**src/irq_routing_defines.vh**
```
`ifndef IRQ_ROUTING_DEFINES_VH
`define IRQ_ROUTING_DEFINES_VH

// Register indices; each takes one aligned word at four times its index
`define IDX_PIN_CTRL 8'h33
`define IDX_SWAP_CTRL 8'h31
`define IDX_FIFO_CTRL 8'h2D
`define IDX_IRQ_STATUS 8'h3C
`define IDX_IRQ_MASK 8'h3D
`define IDX_FIFO_FLAGS 8'h3E
// Index bits that survive in an 8-bit byte address
`define IDX_MSB 5

// Pin control fields
`define PIN_A_ACTIVE_HIGH 2
`define PIN_A_PUSH_PULL 3
`define PIN_B_ACTIVE_HIGH 6
`define PIN_B_PUSH_PULL 7
`define PIN_CTRL_WMASK 8'hCC
`define PIN_CTRL_RESET 8'h00

// Swap control fields
`define REQUEST_SWAP_BIT 4
`define SWAP_CTRL_WMASK 8'h10

// FIFO control fields
`define FIFO_FULL_EN_BIT 1
`define FIFO_THRESH_EN_BIT 2
`define MERGE_REQUESTS_BIT 3
`define FIFO_CTRL_WMASK 8'h0E

// Status / mask bits: 0 pin a edge, 1 pin b edge
`define IRQ_BITS 2
`define STAT_PIN_A 0
`define STAT_PIN_B 1

// FIFO flag inputs: bit 0 full, bit 1 threshold
`define FIFO_FLAG_FULL 0
`define FIFO_FLAG_THRESH 1

`define REG_RESET 8'h00
`define SYNC_RESET 2'h0

`endif

```
**src/interrupt_pin_routing.v**
```verilog
// The implementer's own choice: the APB slave port.
`include "irq_routing_defines.vh"

module interrupt_pin_routing
(
    // Clock, reset, enable
    input wire pclk,
    input wire presetn,
    input wire clk_en,
    // APB slave
    input wire psel,
    input wire penable,
    input wire pwrite,
    input wire [7:0] paddr,
    input wire [31:0] pwdata,
    output wire pready,
    output reg [31:0] prdata,
    output wire pslverr,
    // Request sources, same clock domain
    input wire motion_sample_request,
    input wire [1:0] fifo_flags,
    // Interrupt pins
    output wire irq_pin_a_out,
    output wire irq_pin_a_oe,
    output wire irq_pin_b_out,
    output wire irq_pin_b_oe,
    // Summary interrupt
    output wire irq
);

    // Requests arrive as levels from flag logic on this clock, so they
    // are used without synchronisers. Routing is combinational and each
    // pin driver registers its pad, giving one cycle from a request or
    // configuration change to the pad. Status bits record rising edges
    // of the routed requests per physical pin, so a swap moves which
    // status bit a source sets. Trade-off: a swap or merge written while
    // a request stands can itself create an edge and set status.

    // Pin drive and polarity bits; reserved bits always zero
    reg [7:0] pin_ctrl_q;
    // Request swap control; only the swap bit is kept
    reg [7:0] swap_ctrl_q;
    // FIFO enables and merge control
    reg [7:0] fifo_ctrl_q;
    // Sticky request-edge status, one bit per pin
    reg [`IRQ_BITS-1:0] status_q;
    // Next status value
    reg [`IRQ_BITS-1:0] status_d;
    // Interrupt mask, same layout as status
    reg [`IRQ_BITS-1:0] mask_q;
    // Previous routed requests for edge detection
    reg [1:0] routed_prev_q;

    // Register hits, one per decoded word
    wire hit_pin_ctrl;
    wire hit_swap_ctrl;
    wire hit_fifo_ctrl;
    wire hit_status;
    wire hit_mask;
    wire hit_flags;
    // Any known register addressed
    wire hit_any;

    // Bus strobes
    wire wr_en;
    wire rd_en;
    // Gated FIFO request before merging
    wire fifo_request;
    // Motion line with the FIFO folded in on merge
    wire merged_request;
    // Separate FIFO line, silent while merged
    wire fifo_line;
    // Swap control bit
    wire swap;
    // Merge control bit
    wire merge;
    // Routed requests per physical pin
    wire req_a;
    wire req_b;
    // Rising edges of the routed requests
    wire [1:0] rise;

    // Byte address of a register index: one aligned word per index
    function [7:0] word_addr;
        input [7:0] idx;
        begin
            word_addr = {idx[`IDX_MSB:0], 2'b00};
        end
    endfunction

    // Full-width match; a misaligned byte address hits nothing
    function addr_hit;
        input [7:0] addr;
        input [7:0] idx;
        begin
            addr_hit = (addr == word_addr(idx));
        end
    endfunction

    // Address decode; shared by write, read and error paths
    assign hit_pin_ctrl = addr_hit(paddr, `IDX_PIN_CTRL);
    assign hit_swap_ctrl = addr_hit(paddr, `IDX_SWAP_CTRL);
    assign hit_fifo_ctrl = addr_hit(paddr, `IDX_FIFO_CTRL);
    assign hit_status = addr_hit(paddr, `IDX_IRQ_STATUS);
    assign hit_mask = addr_hit(paddr, `IDX_IRQ_MASK);
    assign hit_flags = addr_hit(paddr, `IDX_FIFO_FLAGS);
    assign hit_any = hit_pin_ctrl | hit_swap_ctrl | hit_fifo_ctrl |
        hit_status | hit_mask | hit_flags;

    // Zero-wait slave; unmapped addresses answer with an error
    assign pready = 1'b1;
    assign pslverr = psel & penable & ~hit_any;
    // Writes land at the end of the access phase
    assign wr_en = psel & penable & pwrite & clk_en;
    // Reads are captured in the setup cycle so prdata is a flop
    assign rd_en = psel & ~penable & ~pwrite;

    // Control bits pulled out once for readability
    assign swap = swap_ctrl_q[`REQUEST_SWAP_BIT];
    assign merge = fifo_ctrl_q[`MERGE_REQUESTS_BIT];

    // FIFO request only from enabled FIFO flags
    assign fifo_request =
        (fifo_flags[`FIFO_FLAG_FULL] & fifo_ctrl_q[`FIFO_FULL_EN_BIT]) |
        (fifo_flags[`FIFO_FLAG_THRESH] &
         fifo_ctrl_q[`FIFO_THRESH_EN_BIT]);

    // Merge folds FIFO into the motion line
    assign merged_request = motion_sample_request |
        (fifo_request & merge);
    // The separate FIFO line goes quiet while merged
    assign fifo_line = fifo_request & ~merge;

    // Default routing puts motion on pin a and FIFO on pin b. Swap
    // only exchanges the two lines; pin settings stay with their pins.
    // Under merge plus swap the quiet FIFO line lands on pin a.
    assign req_a = swap ? fifo_line : merged_request;
    assign req_b = swap ? merged_request : fifo_line;

    // New request edges feed the status register
    assign rise = {req_b, req_a} & ~routed_prev_q;

    // Each pad gets its own driver so the two pins can never share
    // a mode bit by mistake
    // Pin a uses its own bits whatever request it carries
    pin_driver u_pin_a
    (
        .pclk(pclk),
        .presetn(presetn),
        .clk_en(clk_en),
        .request(req_a),
        .push_pull(pin_ctrl_q[`PIN_A_PUSH_PULL]),
        .active_high(pin_ctrl_q[`PIN_A_ACTIVE_HIGH]),
        .pin_out(irq_pin_a_out),
        .pin_oe(irq_pin_a_oe)
    );

    // Pin b likewise has its own bits
    pin_driver u_pin_b
    (
        .pclk(pclk),
        .presetn(presetn),
        .clk_en(clk_en),
        .request(req_b),
        .push_pull(pin_ctrl_q[`PIN_B_PUSH_PULL]),
        .active_high(pin_ctrl_q[`PIN_B_ACTIVE_HIGH]),
        .pin_out(irq_pin_b_out),
        .pin_oe(irq_pin_b_oe)
    );

    // Sticky status: a new edge beats a write-one clear
    always @*
    begin
        status_d = status_q;
        // Write-one clear from software
        if (wr_en && hit_status)
        begin
            status_d = status_q & ~pwdata[`IRQ_BITS-1:0];
        end
        // Clear and set in one cycle: the new edge is kept, so no
        // event is lost to a late clear from software
        status_d = status_d | rise;
    end

    // Control registers; reserved bits stay zero via the write masks.
    // Writes to the status and flag words touch no control register.
    always @(posedge pclk or negedge presetn)
    begin
        if (!presetn)
        begin
            pin_ctrl_q <= `PIN_CTRL_RESET;
            swap_ctrl_q <= `REG_RESET;
            fifo_ctrl_q <= `REG_RESET;
            mask_q <= `SYNC_RESET;
        end
        else if (wr_en)
        begin
            // Pin drive and polarity
            if (hit_pin_ctrl)
            begin
                pin_ctrl_q <= pwdata[7:0] & `PIN_CTRL_WMASK;
            end
            // Swap bit only
            if (hit_swap_ctrl)
            begin
                swap_ctrl_q <= pwdata[7:0] & `SWAP_CTRL_WMASK;
            end
            // FIFO enables and merge
            if (hit_fifo_ctrl)
            begin
                fifo_ctrl_q <= pwdata[7:0] & `FIFO_CTRL_WMASK;
            end
            // Mask bits
            if (hit_mask)
            begin
                mask_q <= pwdata[`IRQ_BITS-1:0];
            end
        end
    end

    // Status and edge history advance only on enabled cycles
    always @(posedge pclk or negedge presetn)
    begin
        if (!presetn)
        begin
            status_q <= `SYNC_RESET;
            routed_prev_q <= `SYNC_RESET;
        end
        else if (clk_en)
        begin
            status_q <= status_d;
            // History resets to zero, so a request high at reset shows
            // as an edge on the first enabled cycle
            routed_prev_q <= {req_b, req_a};
        end
    end

    // Reads sample in the setup cycle; a register that changes in the
    // same cycle shows its old value. With clk_en low in setup the
    // previous read data stands, so software must keep clk_en high.
    always @(posedge pclk or negedge presetn)
    begin
        if (!presetn)
        begin
            prdata <= 32'h0000_0000;
        end
        else if (clk_en && rd_en)
        begin
            // Unmapped reads return zero
            if (hit_pin_ctrl)
            begin
                prdata <= {24'h000000, pin_ctrl_q};
            end
            else if (hit_swap_ctrl)
            begin
                prdata <= {24'h000000, swap_ctrl_q};
            end
            else if (hit_fifo_ctrl)
            begin
                prdata <= {24'h000000, fifo_ctrl_q};
            end
            else if (hit_status)
            begin
                prdata <= {30'h00000000, status_q};
            end
            else if (hit_mask)
            begin
                prdata <= {30'h00000000, mask_q};
            end
            else if (hit_flags)
            begin
                // Live view of routed requests and raw flags
                prdata <= {28'h0000000, req_b, req_a, fifo_flags};
            end
            else
            begin
                prdata <= 32'h0000_0000;
            end
        end
    end

    // Level interrupt while any unmasked status bit stands;
    // combinational from flops, safe to sample anywhere in the cycle
    assign irq = |(status_q & mask_q);
    // Limitation: the mask gates only the summary line; the pins always
    // follow the routed requests, masked or not

endmodule

```
**src/pin_driver.v**
```verilog
`include "irq_routing_defines.vh"

// One interrupt pin: polarity and drive mode
module pin_driver
(
    // Clock and reset
    input wire pclk,
    input wire presetn,
    input wire clk_en,
    // Control
    input wire request,
    input wire push_pull,
    input wire active_high,
    // Pad
    output reg pin_out,
    output reg pin_oe
);

    // Level that the pin shows for the current request, polarity last
    wire level_d;
    // Drive enable for this cycle
    wire oe_d;

    assign level_d = request ? active_high : ~active_high;
    // Open drain only ever pulls low; high means release
    assign oe_d = push_pull | ~level_d;

    // Registered pad outputs; reset gives released, low level
    always @(posedge pclk or negedge presetn)
    begin
        if (!presetn)
        begin
            pin_out <= 1'b0;
            pin_oe <= 1'b0;
        end
        else if (clk_en)
        begin
            // Open drain drives only zero
            pin_out <= push_pull ? level_d : 1'b0;
            pin_oe <= oe_d;
        end
    end

endmodule

```
**config.mk**
```make
export PLATFORM = sky130hd
export DESIGN_NAME = interrupt_pin_routing
export DESIGN_NICKNAME = d
export VERILOG_FILES = /design/src/interrupt_pin_routing.v /design/src/pin_driver.v
export VERILOG_INCLUDE_DIRS = /design/src
export SDC_FILE = /design/constraint.sdc
export NUM_CORES = 1
export LEC_CHECK = 0
export ABC_AREA = 1
export BUFFER_PORTS_ARGS = -buffer_cell sky130_fd_sc_hd__buf_2
export CAP_MARGIN = 20
export CELL_PAD_IN_SITES_DETAIL_PLACEMENT = 1
export CELL_PAD_IN_SITES_GLOBAL_PLACEMENT = 2
export CORE_ASPECT_RATIO = 1.2
export CORE_MARGIN = 5
export CORE_UTILIZATION = 26
export CTS_BUF_LIST = sky130_fd_sc_hd__clkbuf_8
export DETAILED_ROUTE_END_ITERATION = 7
export PLACE_DENSITY_LB_ADDON = 0.15
export SYNTH_ARGS = -nofsm -noshare
export SYNTH_HDL_FRONTEND = slang
export SYNTH_SLANG_ARGS = --single-unit
```
**constraint.sdc**
```tcl
create_clock -name pclk -period 2.4 [get_ports pclk]
set_clock_uncertainty 0.1 [all_clocks]
set_input_delay 0.48 -clock pclk [delete_from_list [all_inputs] [get_ports pclk]]
set_output_delay 0.48 -clock pclk [all_outputs]
set_load 0.02 [all_outputs]
```
* After elaboration in Yosys (flattened, before gate mapping)
Index checks and enable logic that the tools add are counted.
** Word-level totals
- Flip-flop bits (word level) :: 50
** Operators by class
- Eq/ne operators :: 6
- Bitwise logic cells :: 33
- Mux-type cells :: 13
- Reduce and logical (&&, ||, !) cells :: 7
** Operators by type and width (number)
- 8-bit == test, second input constant :: 6
- 32-bit two-way mux :: 1
- 4-bit two-way mux :: 4
- 1-bit AND :: 10
- 1-bit bitwise OR :: 9
- 1-bit NOT :: 8
- 2-bit AND reduction :: 4
- 2-bit AND :: 3
- 1-bit two-way mux :: 6
- 5-bit two-way mux :: 1
- 2-bit NOT :: 2
- 1-bit logical AND :: 2
- 2-bit two-way mux :: 1
- 2-bit bitwise OR :: 1
- 2-bit OR reduction :: 1

* Logic depth before layout (Yosys ltp)
- Word-level depth :: 11
- Gate-level depth with buffers :: 9
- Mapped depth without buffers :: 9

* Hierarchy
Synthesis repeated with hierarchy kept, for this count alone.
** Unflattened totals
- Cells, all modules :: 230
- Area, all modules :: 1692.9 µm²
** By module, submodules not included
- interrupt_pin_routing :: area an instance 1462.7 µm², instances 1, cells each 198
- pin_driver :: area an instance 115.1 µm², instances 2, cells each 16

* Least setup slack after synthesis
OpenSTA, ideal clock, no wires.
- Path type :: input-to-output
- Start point :: input paddr[6]
- End point :: output pslverr
- Arrival :: 1.275 ns
- Buffers on the path :: 0
- Cell stages on the path :: 6
- Setup slack :: 0.545 ns
- Data required time :: 1.820 ns
- Cells stage by stage :: nand2_1 nor2_4 and2_4 nor2_1 nand3_1 nor2_1
** Between the ends
- Word-level cells in the longest chain between the ends :: 8
- Elaborated cells between the ends (all ways) :: 13
** Ends and longest elaborated chain
- start: declaration :: RTL line interrupt_pin_routing.v:14 : input wire [7:0] paddr,
- 8-bit == test :: RTL line interrupt_pin_routing.v:96 : addr_hit = (addr == word_addr(idx));
- 1-bit bitwise OR (3 in a row) :: RTL line interrupt_pin_routing.v:107 : assign hit_any = hit_pin_ctrl | hit_swap_ctrl | hit_fifo_ctrl |
- 1-bit bitwise OR :: RTL line interrupt_pin_routing.v:108 : hit_status | hit_mask | hit_flags;
- 1-bit bitwise OR (*) :: RTL line interrupt_pin_routing.v:108
- 1-bit NOT (*) :: RTL line interrupt_pin_routing.v:112 : assign pslverr = psel & penable & ~hit_any;
- 1-bit AND (*) :: RTL line interrupt_pin_routing.v:112
- end: declaration :: RTL line interrupt_pin_routing.v:18 : output wire pslverr,
Mark *: on every way between the ends. The rest lies on a longest branch, timed or not.

* Final worst setup path
Ends and elaborated chain as after synthesis.

==> impl_results.md <==
- Status: finished clean
- Diode count: 0
- Final setup fails: 0
- R2R depth: 8
- Grt met1 use: 15.0%
- Measured slew at the worst slew-check pin: 0.606 ns
- R2R Path Start: fifo_ctrl_q[2]
- Worst Setup Start Kind: primary input
- CP Class: primary input to output port
- FF+latch count, synth: 25
- Final Core Density: 30.6%
- Initial DRC Count: 22
- Antenna violations before repair: 0
- Worst-skew pair later-pin latency: 0.28 ns
- Buffer depth of the longest clock path: 2
- Mean Syn Cell Area: 7.47 sq um
- CP Capture Type: output port
- Num Clock Sinks: 25
- Hold Slack: 0.0985 ns
- Area Growth Syn to Fin: 13.3%
- Setup tns final: 0 ns
- Largest net degree at the start of global routing: 26
- Busiest grt layer: met2
- Core Rows: 31
- RSZ-0062 raised after global routing: no
- Chip width: 82.6 um
- Starting Density: 27.0%
- CTS Buf Count: 3
- Cell chain of the critical path: buf_2 -> nand2_1 -> nor2_4 -> and2_4 -> nor2_1 -> nand3_1 -> nor2_1 -> buf_2
- CP arrival: 1.42 ns
- Ys async rst share: 100%
- Peak VDD IR: 0.165 mV
- Root buffer cell: clkbuf_8
- Synth area leaders: dfrtp_1, nand2_1, buf_4
- Synth top area share: 38.1%
- Critical Path Source: paddr[6]
- Vias: 1399
- Vias in the first global route: 1531
- Peak Freq: 501 MHz
- CP peak stage delay: 0.18 ns
- DR WL/cell: 13.0 um
- I/O Buffers: 36
- Cell Area, Synth: 1640 sq um
- Tot GR Track Use: 11.7%
- Leak: 1.02 nW
- Post-synth cell types: 26
- Maxcap violations: 0
- Max FO, Critical Path: 6
- Final Cycle Share: 83.1%
- Number of enable flip-flop cells after synthesis: 0
- CTS Hold Buffers Added: 0
- Clock transition at path regs: 0.10 ns
- Die Height: 97.1 um
- Routed vias/inst: 4.13
- Post-CTS setup buffer count: 0
- H-tree depth: 1
- Most numerous cell in the Yosys netlist: nand2_1
- Type of the most critical hold path: primary input to async pin
- Critical path required time: 1.82 ns
- Ports: 88
- Most used flip-flop cell after synthesis: dfrtp_1
- PD cells: 456 nW/um^2
- Share of layout cells above drive strength 1: 24.1%
- Antenna Nets Post-Route: 0
- Pins Over Slew Limit: 0
- Met2 Use GR: 19.8%
- Register area share after synthesis: 38.1%
- DRT Wirelength: 4410 um
- Remaining DRCs: 0
- Slowest-stage cell, CP: and2_4
- Global-route wire length before repair: 7300 um
- Die area: 8020 sq um
- Gpl congestion: 0.771
- CTS tree: done
- Fin nets: 307
- Post-CTS sizing: 0
- Most frequent cells after synthesis: nand2_1, buf_4, dfrtp_1, nand3_1, inv_1
- Mapped Cells: 220
- Area leader, netlist: dfrtp_1
- Met3 Track Usage GR: 1.76%
- Final Hold Fails: 0
- CORE AREA: 6090 sq um
- Period minus WS final: 2.00 ns
- DRT Pass-1 Iters: 4
- Rel. slew slack: 59.6%
- Post-DP HPWL: 3640 um
- Warnings from Yosys: 0
- Total gr overflow: 0
-- layout by cell type (no fill, tap or decap), drive strengths merged, types with 9 or more instances in the layout --
cell type  netlist  final
nand2           67     67
buf             27     36
nand3           29     29
conb             2     26
dfrtp           25     25
inv             25     25
nor2            20     20
o21ai            9      9
-- kinds of logic after synthesis --
kind of cell | after synthesis | synth area share, %
other | 2 | 0.457
flip-flops | 25 | 38.1
buffers and inverters | 53 | 18.4
AO/OA/AOI/OAI | 15 | 5.10
AND/OR/NAND/NOR | 125 | 38.0
-- path summary, 6_finish.rpt --
check,endpoint,slack [ns]
worst min register to register,status_q[0],0.35
min in group pclk,pin_ctrl_q[7],0.33
worst max register to register,u_pin_a.pin_oe,1.13
max in group asynchronous,fifo_ctrl_q[1],1.70
worst max-delay path,pslverr,0.40
worst min-delay path,pin_ctrl_q[3],0.1
-- worst max-delay path: cells and delay by family --
| family | cells | cell delay, ns |
|---|---|---|
| buffers and inverters | 2 | 0.27 |
| and+or+nand+nor | 6 | 0.66 |
-- final cells by class --
class	count	area, sq um
Inverter	26	98.8
Clock buffer	3	41.3
Timing Repair Buffer	36	180
Fill cell	805	4230
Tap cell	82	103
Sequential cell	25	626
Clock inverter	1	7.51
Multi-Input combinational cell	166	806
-- per-layer routing --
metal  up-vias  wire length [um]
met2        44              2100
met3         6               273
met1       638              1980
li1        711                 -
met4         0                57
met5         -                 0
-- registers in the layout (all words and copies together), names as in the netlist --
signal,flops
u_pin_a.pin_oe,1
pin_ctrl_q,4
swap_ctrl_q,1
u_pin_a.pin_out,1
fifo_ctrl_q,3
prdata,7
routed_prev_q,2
status_q,2
u_pin_b.pin_oe,1
u_pin_b.pin_out,1
mask_q,2
-- metrics by stage --
stage          area, sq um  instances  setup WS [ns]  power, mW
6_report              1860        339          0.405      0.850
3_3_place_gp          1810        335          0.362      0.594
3_5_place_dp          1810        335          0.375      0.594
2_1_floorplan         1730        244          0.545      0.571
4_1_cts               1860        339          0.377      0.865
5_1_grt               1860        339          0.276      0.898
-- report_power, final --
group | leakage (nW) | switching [mW] | internal, mW
combinational | 0.676 | 0.109 | 0.0376
clock | 0.0217 | 0.147 | 0.118
sequential | 0.318 | 0.00606 | 0.432
Power figures use the tool's default switching activity.
